### config.mk
export PLATFORM = sky130hd
export DESIGN_NAME = adc_conversion_control
export DESIGN_NICKNAME = d
export VERILOG_FILES = /design/src/hdl/adc_ctrl_pkg.sv /design/src/hdl/conv_clock_divider.sv /design/src/hdl/adc_conversion_control.sv
export SDC_FILE = /design/constraint.sdc
export NUM_CORES = 1
export LEC_CHECK = 0
export ABC_CLOCK_PERIOD_IN_PS = 3900
export BUFFER_PORTS_ARGS = -buffer_cell sky130_fd_sc_hd__buf_4
export CAP_MARGIN = 40
export CORE_MARGIN = 1.5
export CORE_UTILIZATION = 40
export DETAILED_ROUTE_END_ITERATION = 10
export GPL_TIMING_DRIVEN = 0
export PLACE_DENSITY = 0.75
export REMOVE_ABC_BUFFERS = 1
export SKIP_LAST_GASP = 1
export SLEW_MARGIN = 20
export SYNTH_ARGS = -nofsm -noshare
export SYNTH_HDL_FRONTEND = slang
export SYNTH_SLANG_ARGS = --single-unit
### constraint.sdc
create_clock -name clk -period 3.9 [get_ports clk]
set_input_delay 0.195 -clock clk [delete_from_list [all_inputs] [get_ports clk]]
set_output_delay 0.195 -clock clk [all_outputs]
set_load 0.02 [all_outputs]
### src/hdl/adc_ctrl_pkg.sv
// constants for the converter control block
package adc_ctrl_pkg;
   // register byte addresses (word aligned)
   localparam logic [4:0] OFF_CONTROL = 5'h00;
   localparam logic [4:0] OFF_SETUP = 5'h04;
   localparam logic [4:0] OFF_RESULT_LOW = 5'h08;
   localparam logic [4:0] OFF_RESULT_HIGH = 5'h0C;
   localparam logic [4:0] OFF_PIN_SHARE = 5'h10;
   localparam logic [7:0] CONTROL_RESET = 8'h00;
   localparam logic [7:0] SETUP_RESET = 8'h00;
   localparam logic [11:0] PIN_SHARE_RESET = 12'h000;
   // converter_control fields
   localparam int START_BIT = 7;
   localparam int BUSY_BIT = 6;
   localparam int ENABLE_BIT = 5;
   localparam int FORMAT_BIT = 4;
   localparam int CHAN_LSB = 0;
   // converter_setup fields
   localparam int SRC_LSB = 5;
   localparam int REF_LSB = 3;
   localparam int DIV_LSB = 0;
   // codes
   localparam logic [2:0] SRC_EXTERNAL = 3'h0;
   localparam logic [2:0] SRC_BANDGAP = 3'h1;
   localparam logic [2:0] SRC_EXT_HIGH = 3'h5;
   localparam logic [1:0] REF_SUPPLY = 2'h1;
   localparam logic [3:0] CHAN_LAST = 4'hB;
   localparam int CHANNELS = 12;
   // timing in conversion-clock cycles
   localparam logic [4:0] SAMPLE_CYCLES = 5'h04;
   localparam logic [4:0] CONVERT_CYCLES = 5'h0C;
   localparam logic [4:0] TOTAL_CYCLES = 5'h10;
   typedef enum logic [1:0]
   {
      IDLE = 2'b00,
      SAMPLE = 2'b01,
      CONVERT = 2'b10
   } conv_state_type;
endpackage

### src/hdl/conv_clock_divider.sv
// conversion clock tick generator, divide by two to the code
`timescale 1ns/10ps
module conv_clock_divider
   import adc_ctrl_pkg::*;
(
   // clock and reset
   input wire logic clk,
   input wire logic reset,
   // control
   input wire logic run,
   input wire logic [2:0] code,
   // tick out
   output logic tick
);
   logic [6:0] count;
   wire [6:0] limit = 7'((8'h01 << code) - 8'h01);
   wire wrap = (count >= limit);
   always_ff @(posedge clk or posedge reset)
   begin
      if (reset)
         count <= 7'h00;
      else if (!run)
         count <= 7'h00;
      else if (wrap)
         count <= 7'h00;
      else
         count <= 7'(count + 7'h01);
   end
   always_ff @(posedge clk or posedge reset)
   begin
      if (reset)
         tick <= 1'b0;
      else
         tick <= run && wrap;
   end
endmodule

### src/hdl/adc_conversion_control.sv
// converter control: registers, start sequencing, timing, result, pin overrides
//
// Behaviour
// - source code 001 routes bandgap; 010-100 reserved; 000 and 101-111 external.
// - reference from supply only for code 01, else external reference pin.
// - conversion clock is system clock divided by 1 through 128 per code.
// - conversion starts after start bit written high then low.
// - start bit high without return low starts nothing.
// - busy flag set once conversion starts, held during conversion.
// - busy flag cleared when conversion completes.
// - completion sets converter interrupt request flag.
// - conversion is 4 sampling plus 12 converting clock cycles, 16 total.
// - pull-high resistors removed from pins assigned to analog inputs.
// - analog pins lose other functions and port direction is overridden.
// - both result bytes cleared while enable is low.
// - format bit places 12-bit result left or right justified.
// - channel codes 0-11 connect inputs; 11xx leaves input floating.
//
// The Avalon-MM interface to the registers and the address map were chosen for this implementation.
`timescale 1ns/10ps
module adc_conversion_control
   import adc_ctrl_pkg::*;
(
   // clock and reset
   input wire logic clk,
   input wire logic reset,
   // avalon-mm slave
   input wire logic [4:0] address,
   input wire logic read,
   input wire logic write,
   input wire logic [31:0] writedata,
   input wire logic [3:0] byteenable,
   output logic [31:0] readdata,
   output logic waitrequest,
   // analog core
   input wire logic [11:0] coreResult,
   output logic corePowerOn,
   output logic coreSample,
   output logic coreConvert,
   output logic [11:0] channelConnect,
   output logic bandgapConnect,
   output logic referenceFromSupply,
   // interrupt request
   output logic conversionDone,
   // pin sharing
   output logic [11:0] pullHighDisable,
   output logic [11:0] otherFunctionDisable,
   output logic [11:0] directionOverride
);
   logic [7:0] converterControl;
   logic [7:0] converterSetup;
   logic [11:0] pinShare;
   logic busy;
   logic startPrev;
   logic [7:0] resultLow;
   logic [7:0] resultHigh;
   conv_state_type state;
   logic [4:0] cycleCount;
   logic tick;
   logic answered;

   // decode: one wait cycle per access, then answer
   wire request = (read || write) && !answered;
   wire selControl = (address[4:2] == OFF_CONTROL[4:2]);
   wire selSetup = (address[4:2] == OFF_SETUP[4:2]);
   wire selLow = (address[4:2] == OFF_RESULT_LOW[4:2]);
   wire selHigh = (address[4:2] == OFF_RESULT_HIGH[4:2]);
   wire selPins = (address[4:2] == OFF_PIN_SHARE[4:2]);
   wire doWrite = write && answered;
   wire wrControl = doWrite && selControl && byteenable[0];
   wire wrSetup = doWrite && selSetup && byteenable[0];
   wire [11:0] next_pinShare =
      {byteenable[1] ? writedata[11:8] : pinShare[11:8], byteenable[0] ? writedata[7:0] : pinShare[7:0]};

   wire enable = converterControl[ENABLE_BIT];
   wire startBit = converterControl[START_BIT];
   wire formatRight = converterControl[FORMAT_BIT];
   wire [3:0] channel = converterControl[CHAN_LSB +: 4];
   wire [2:0] source = converterSetup[SRC_LSB +: 3];
   wire [1:0] reference = converterSetup[REF_LSB +: 2];
   wire [2:0] divider = converterSetup[DIV_LSB +: 3];

   // start fires on the high-to-low of the stored bit, not on the write
   wire startFall = startPrev && !startBit;
   wire launch = startFall && enable && !busy;
   wire lastTick = tick && (state == CONVERT) && (cycleCount == TOTAL_CYCLES - 5'h01);
   wire sourceExternal = (source == SRC_EXTERNAL) || (source >= SRC_EXT_HIGH);
   wire sourceBandgap = (source == SRC_BANDGAP);

   function automatic logic [15:0] pack_result(input logic right, input logic [11:0] value);
      pack_result = right ? {4'h0, value} : {value, 4'h0};
   endfunction
   wire [15:0] resultPacked = pack_result(formatRight, coreResult);

   conv_clock_divider divide
   (
      .clk(clk),
      .reset(reset),
      .run(enable && busy),
      .code(divider),
      .tick(tick)
   );

   // bus handshake
   always_ff @(posedge clk or posedge reset)
   begin
      if (reset)
         answered <= 1'b0;
      else
         answered <= request;
   end
   always_ff @(posedge clk or posedge reset)
   begin
      if (reset)
         waitrequest <= 1'b1;
      else
         waitrequest <= !request;
   end
   always_ff @(posedge clk or posedge reset)
   begin
      if (reset)
         readdata <= 32'h0000_0000;
      else if (read && request)
      begin
         if (selControl)
            readdata <= {24'h00_0000, converterControl[7], busy, converterControl[5:0]};
         else if (selSetup)
            readdata <= {24'h00_0000, converterSetup};
         else if (selLow)
            readdata <= {24'h00_0000, resultLow};
         else if (selHigh)
            readdata <= {24'h00_0000, resultHigh};
         else if (selPins)
            readdata <= {20'h0_0000, pinShare};
         else
            readdata <= 32'h0000_0000;
      end
   end

   // registers; busy bit ignores writes
   always_ff @(posedge clk or posedge reset)
   begin
      if (reset)
         converterControl <= CONTROL_RESET;
      else if (wrControl)
         converterControl <= {writedata[7], 1'b0, writedata[5:0]};
   end
   always_ff @(posedge clk or posedge reset)
   begin
      if (reset)
         converterSetup <= SETUP_RESET;
      else if (wrSetup)
         converterSetup <= writedata[7:0];
   end
   always_ff @(posedge clk or posedge reset)
   begin
      if (reset)
         pinShare <= PIN_SHARE_RESET;
      else if (doWrite && selPins)
         pinShare <= next_pinShare;
   end
   always_ff @(posedge clk or posedge reset)
   begin
      if (reset)
         startPrev <= 1'b0;
      else
         startPrev <= startBit;
   end

   // sequencer
   always_ff @(posedge clk or posedge reset)
   begin
      if (reset)
      begin
         state <= IDLE;
         cycleCount <= 5'h00;
      end
      else if (!enable)
      begin
         state <= IDLE;
         cycleCount <= 5'h00;
      end
      else
      begin
         case (state)
            IDLE:
            begin
               cycleCount <= 5'h00;
               if (launch)
                  state <= SAMPLE;
            end
            SAMPLE:
               if (tick)
               begin
                  cycleCount <= 5'(cycleCount + 5'h01);
                  if (cycleCount == SAMPLE_CYCLES - 5'h01)
                     state <= CONVERT;
               end
            CONVERT:
               if (tick)
               begin
                  cycleCount <= 5'(cycleCount + 5'h01);
                  if (lastTick)
                     state <= IDLE;
               end
            default:
               state <= IDLE;
         endcase
      end
   end
   always_ff @(posedge clk or posedge reset)
   begin
      if (reset)
         busy <= 1'b0;
      else if (!enable || lastTick)
         busy <= 1'b0;
      else if (launch)
         busy <= 1'b1;
   end
   always_ff @(posedge clk or posedge reset)
   begin
      if (reset)
         conversionDone <= 1'b0;
      else
         conversionDone <= lastTick && enable;
   end

   // result registers
   always_ff @(posedge clk or posedge reset)
   begin
      if (reset)
      begin
         resultLow <= 8'h00;
         resultHigh <= 8'h00;
      end
      else if (!enable)
      begin
         resultLow <= 8'h00;
         resultHigh <= 8'h00;
      end
      else if (lastTick)
      begin
         resultLow <= resultPacked[7:0];
         resultHigh <= resultPacked[15:8];
      end
   end

   // analog routing, registered so every output is a flop
   always_ff @(posedge clk or posedge reset)
   begin
      if (reset)
      begin
         corePowerOn <= 1'b0;
         coreSample <= 1'b0;
         coreConvert <= 1'b0;
         bandgapConnect <= 1'b0;
         referenceFromSupply <= 1'b0;
      end
      else
      begin
         corePowerOn <= enable;
         coreSample <= (state == SAMPLE);
         coreConvert <= (state == CONVERT);
         bandgapConnect <= enable && sourceBandgap;
         referenceFromSupply <= (reference == REF_SUPPLY);
      end
   end

   genvar ch;
   generate
      for (ch = 0; ch < CHANNELS; ch++)
      begin : route
         // 11xx never matches; reserved source codes connect nothing
         always_ff @(posedge clk or posedge reset)
         begin
            if (reset)
               channelConnect[ch] <= 1'b0;
            else
               channelConnect[ch] <= enable && sourceExternal && (channel == 4'(ch));
         end
         always_ff @(posedge clk or posedge reset)
         begin
            if (reset)
            begin
               pullHighDisable[ch] <= 1'b0;
               otherFunctionDisable[ch] <= 1'b0;
               directionOverride[ch] <= 1'b0;
            end
            else
            begin
               pullHighDisable[ch] <= pinShare[ch];
               otherFunctionDisable[ch] <= pinShare[ch];
               directionOverride[ch] <= pinShare[ch];
            end
         end
      end
   endgenerate
endmodule

==> results of run 1 <==
power by group:
group	internal (uW)	switching [uW]	total (uW)	leakage, uW
sequential	1200	127	1330	0.00139
combinational	289	348	636	0.00135
clock	508	364	872	0.000141
total	1990	839	2830	0.00288
cells by family after synthesis:
group,after synthesis,synth area share (%)
mux,52,11.5
fa+ha+maj,14,3.61
simple gates,117,12.0
buf+inv,68,8.94
other cells,1,0.0772
compound gates,66,8.89
xor+xnor,8,1.44
flops,104,53.6
worst register-to-register path: cells and delay by family (launching register included):
| kind | cells | cell delay (ns) |
|---|---|---|
| simple gates | 3 | 0.99 |
| compound gates | 1 | 0.21 |
| fa+ha+maj | 2 | 0.42 |
| flops | 1 | 0.40 |
cell usage after synthesis, drive strengths merged, types with 3 or more instances:
master	number
a21oi	8
a22o	8
a2bb2oi	5
a31oi	3
and3	5
buf	51
clkbuf	7
dfrtp	103
ha	14
inv	9
mux2	29
mux2i	23
nand2	34
nand2b	9
nand3	5
nand4	3
nor2	35
nor2b	5
nor3	6
nor3b	4
o21ai	26
o22a	5
o22ai	3
xnor2	3
xor2	5
flip-flops by register name (all words and copies together), names as in the netlist, 2 cells and up:
register / cells
pinShare: 12
divide.count: 7
converterControl: 7
state: 2
resultLow: 8
channelConnect: 12
readdata: 12
converterSetup: 8
directionOverride: 12
resultHigh: 8
cycleCount: 5
path summary, 6_finish.rpt:
check | to | slack, ns | depth (start not counted)
setup / recovery | resultHigh[4] | 1.81 | 6
hold / removal | resultLow[2] | 0.08 | 2
setup reg to reg | resultHigh[4] | 1.81 | 6
hold reg to reg | directionOverride[11] | 0.41 | 0
max in group asynchronous | waitrequest | 2.81 | 4
min in group asynchronous | readdata[3] | 0.45 | 3
per-layer routing:
metal | routed length, um | global-route usage [%] | vias up
li1 | - | - | 1573
met1 | 4170 | 19.0 | 1654
met2 | 5230 | 27.6 | 92
met3 | 520 | 4.93 | 22
met4 | 265 | 6.50 | 0
met5 | 0 | 0 | -
layout make-up:
type                       instances  area (um^2)
clock buffer                      11          243
clock inverter                     3         43.8
fill                            1060         6100
inverter                          10         42.5
multi-input combinational        277         1900
sequential                       104         2600
tap                              147          184
timing repair buffer             103          800
stage by stage:
stage	setup slack (ns)	hold WS, ns
detailed placement	1.81	0.275
global placement	-0.0335	0.388
global route	1.65	0.0784
floorplan	0.974	0.312
finish	1.81	0.0753
CTS	1.76	0.0672
==> flow_summary.yaml, run 1 <==
status:
  status: "finished, final reports clean"
layout:
  nets: 576
  fin_util_pct: 48.8
  drive_gt1_share_pct: 30.3
  mostFrequentLayoutCells: "dfrtp_1 (103), buf_4 (99), nor2_1 (35)"
  fin_area_um2: 5810
  antenna-diode-count: 0
  layoutNonFillerInstCount: 655
  syn2layout_area_growth_pct: 19.7
  layout_commonest_cell: "dfrtp_1"
synthesis:
  syn_avg_cell_area_um2: 11.3
  synth-main-ff-cell: "dfrtp_1"
  synth_area_um2: 4860
  yosys.area.top_type: "dfrtp_1"
  netlist.area_leader.share_pct: 53.1
  syn_inst: 430
  async_flop_share_pct: 100
  ys_seq_elements: 104
  synthTopCellsByArea: "dfrtp_1 (53%), buf_4 (6.8%), mux2_2 (6.7%)"
  yosysSeqAreaShare_pct: 53.6
  ys_warn_count: 0
  synth_edf_count: 0
  ys_types: 47
power:
  powerDensity_nw_per_um2: 487
  power.total_uw: 2830
  p_leak_uw: 0.00288
  ir_worst_vdd_mv: 0.226
clocking:
  htree_levels: 3
  cts_buffer_depth: 2
  cts.clk_slew.worst_paths_ns: 0.06
  cts_sinks: 104
  cts_hold_buf: 1
  cts_resized: 0
  clockRootBuffer: "clkbuf_16"
  clock_latency_ns: 0.35
  cts_tree: "built"
  post_cts_buffers: 0
  numCtsBuffers: 9
worst_setup_path:
  cp_max_fo: 10
  path_buf_inv: 0
  crit_top_cell: "ha_1"
  critPathTopFamily: "simple AND/OR/NAND/NOR gates"
  startpoint_type: "register"
  critPathMaxStageDelay_ns: 0.44
  arrival_ns: 2.37
  worstSetupEndpointType: "register"
  path_class: "register to register"
  crit_start: "cycleCount[0]"
  cp.required_ns: 4.18
  slowest_stage: "nor2_1"
  r2r_start: "cycleCount[0]"
  crit_chain: "ha_1 > and3_1 > ha_1 > nand4_1 > nor2_1 > a22o_1"
global_routing:
  grt_pass1_wl_um: 16300
  overflow: 0
  antenna_found_initial: 0
  gr-usage-all-layers_pct: 16.1
  grt_max_degree: 54
  grt_pass1_vias: 3416
timing:
  grt_setup_unrepaired: "no"
  fin_crit_sh_pct: 53.5
  hold_viol: 0
  relSlewSlack_pct: 61.6
  maxSlewViolCount: 0
  tns_ns: 0
  setup_violations: 0
  min_period_ns: 2.09
  fin_worst_skew_ns: 0.00619
  clock.fmax_ghz: 0.480
  tightest_slew_ns: 0.576
flow_run:
  cap_violations: 0
detailed_routing:
  wl_per_cell_um: 15.5
  drtAntennaViolNets: 0
  drt-initial-drc-count: 183
  viasPerCell: 5.10
  wl_um: 10200
  drc: 0
  vias: 3341
  firstDrtPassIters: 4
placement:
  post_dp_cell_area_um2: 5500
  io_buffers: 99
  dp_cells: 638
  gp_congestion: 0.771
  post-dp-hpwl_um: 7390
floorplan:
  die_h_um: 113
  initial_core_util_pct: 40.8
  placementRows: 40
  die_area_um2: 12800
  core_area_um2: 11900
  io_pins: 144
  die_w_um: 113
worst_hold_path:
  min_from: "coreResult[2]"
  min_path_type: "input port to register"
No activity file was read; power rests on OpenSTA's default activity.
==> run 2, diff against run 1 <==
Settings changed: ABC_CLOCK_PERIOD_IN_PS 3900 to 2100.
Clock period 3.9 ns to 2.1 ns, I/O delays scaled along.
==> run 2 against run 1 <==
  * Via count is 2.9% higher
  * Combinational power is 89% higher
  * Final cell count is 2.0% higher
  * Sequential share of layout area is 0.93 points lower
  * Global-route usage is 0.21 points higher
  * Setup slack worse by 1.7 ns
  * Largest power group unchanged
  * Critical path depth is 1 higher
  * Critical path type unchanged
  * Power is 86% higher
==> flow_summary.yaml, run 2 (synthesized netlist as in run 1, its figures left out) <==
status:
  status: "finished, final reports clean"
worst_setup_path:
  crit_start: "converterSetup[2]"
  r2r_start: "converterSetup[2]"
  path_class: "register to register"
  cp.required_ns: 2.37
  reg2reg_setup_slack_ns: 0.14
  startpoint_type: "register"
  arrival_ns: 2.23
  r2r-end: "divide.count[5]"
  worstRegToRegCells: 7
  worstSetupEndpointType: "register"
  cp_max_fo: 8
worst_hold_path:
  whs_endpoint: "resultHigh[4]"
  holdPathStages: 2
  min_from: "coreResult[8]"
  min_path_type: "input port to register"
floorplan:
  die_h_um: 113
  io_pins: 144
  die_area_um2: 12800
  core_area_um2: 11900
  placementRows: 40
  initial_core_util_pct: 40.8
  die_w_um: 113
detailed_routing:
  wl_per_cell_um: 15.5
  vias: 3439
  wl_um: 10400
  viasPerCell: 5.15
  drt-initial-drc-count: 224
  firstDrtPassIters: 5
  drc: 0
  drtAntennaViolNets: 0
timing:
  hold_viol: 0
  fin_worst_skew_ns: 0.00672
  layout_setup_ws_ns: 0.140
  tns_ns: 0
  maxSlewViolCount: 0
  fin_crit_sh_pct: 93.3
  grt_setup_unrepaired: "no"
  clock.fmax_ghz: 0.510
  relSlewSlack_pct: 60.4
  tightest_slew_ns: 0.594
  min_period_ns: 1.96
  setup_violations: 0
power:
  ir_worst_vdd_mv: 0.420
  powerDensity_nw_per_um2: 890
  p_leak_uw: 0.00294
  power.total_uw: 5280
layout:
  antenna-diode-count: 0
  syn2layout_area_growth_pct: 22.2
  nFillCells: 1052
  drive_gt1_share_pct: 30.5
  mostFrequentLayoutCells: "dfrtp_1 (103), buf_4 (103), nor2_1 (34)"
  layoutNonFillerInstCount: 668
  nets: 589
  fin_area_um2: 5940
global_routing:
  overflow: 0
  grt_max_degree: 54
  gr-usage-all-layers_pct: 16.3
  antenna_found_initial: 0
  grt_pass1_wl_um: 16500
  grt_pass1_vias: 3462
clocking:
  clock_latency_ns: 0.35
  cts_buffer_depth: 2
  cts.clk_slew.worst_paths_ns: 0.07
  htree_levels: 3
  cts_sinks: 104
  clockRootBuffer: "clkbuf_16"
  numCtsBuffers: 9
  cts_tree: "built"
placement:
  gp_congestion: 0.771
  place_ws_ns: 0.00978
  dp_cells: 638
  post-dp-hpwl_um: 7390
  io_buffers: 99
  post_dp_cell_area_um2: 5500
flow_run:
  cap_violations: 0
[run 2: worst max-delay path: stages, from the launching register on]
cell and delay (ns):
dfrtp_1 0.46, or3_1 0.39, ha_1 0.27, nand2b_1 0.14, a31oi_1 0.22, o211ai_1 0.11
buf_4 0.18, nor2_1 0.11
[run 2: area by class of cell]
type                       instances  area, um^2  share of cell area [%]
tap                              147         184                    3.10
clock buffer                      11         243                    4.09
timing repair buffer             116         920                    15.5
sequential                       104        2600                    43.9
clock inverter                     3        43.8                   0.738
inverter                          10        42.5                   0.717
multi-input combinational        277        1900                    32.0
[run 2: worst max path at each step]
stage,endpoint,slack [ns],depth (start not counted)
final,divide.count[5],0.14,7
after global routing,state[1],0.03,6
after CTS,resultHigh[3],-0.04,4
after detailed placement,resultHigh[4],0.01,6
after global placement,cycleCount[2],-1.74,2
after floorplan,answered,-0.74,1
[run 2: what timing repair did]
action                     CTS  global route
setup buffers                0             4
gates resized for setup      0             1
pin swaps                    0             1
cloned                       0             0
setup endpoints to repair    5            15
hold endpoints to repair    61             0
hold buffers                10             0
[run 2: layer usage]
layer / routed length (um) / track usage (%) / part of all wire [%]
met5: 0 / 0 / 0
met1: 4270 / 19.3 / 41
met4: 277 / 6.75 / 2.7
met2: 5310 / 28.0 / 51
met3: 519 / 4.66 / 5.0
[run 2: power breakdown]
group          leakage [uW]  switching [uW]  internal, uW
Combinational       0.00140             650           548
Sequential          0.00139             237          2230
Clock              0.000141             678           943
[run 2: per-stage QoR]
step	hold slack [ns]	utilization [%]
global placement	0.335	45.8
CTS	0.00416	49.4
floorplan	0.222	-
finish	0.00155	49.8
global route	0.00119	49.8
detailed placement	0.185	46.2
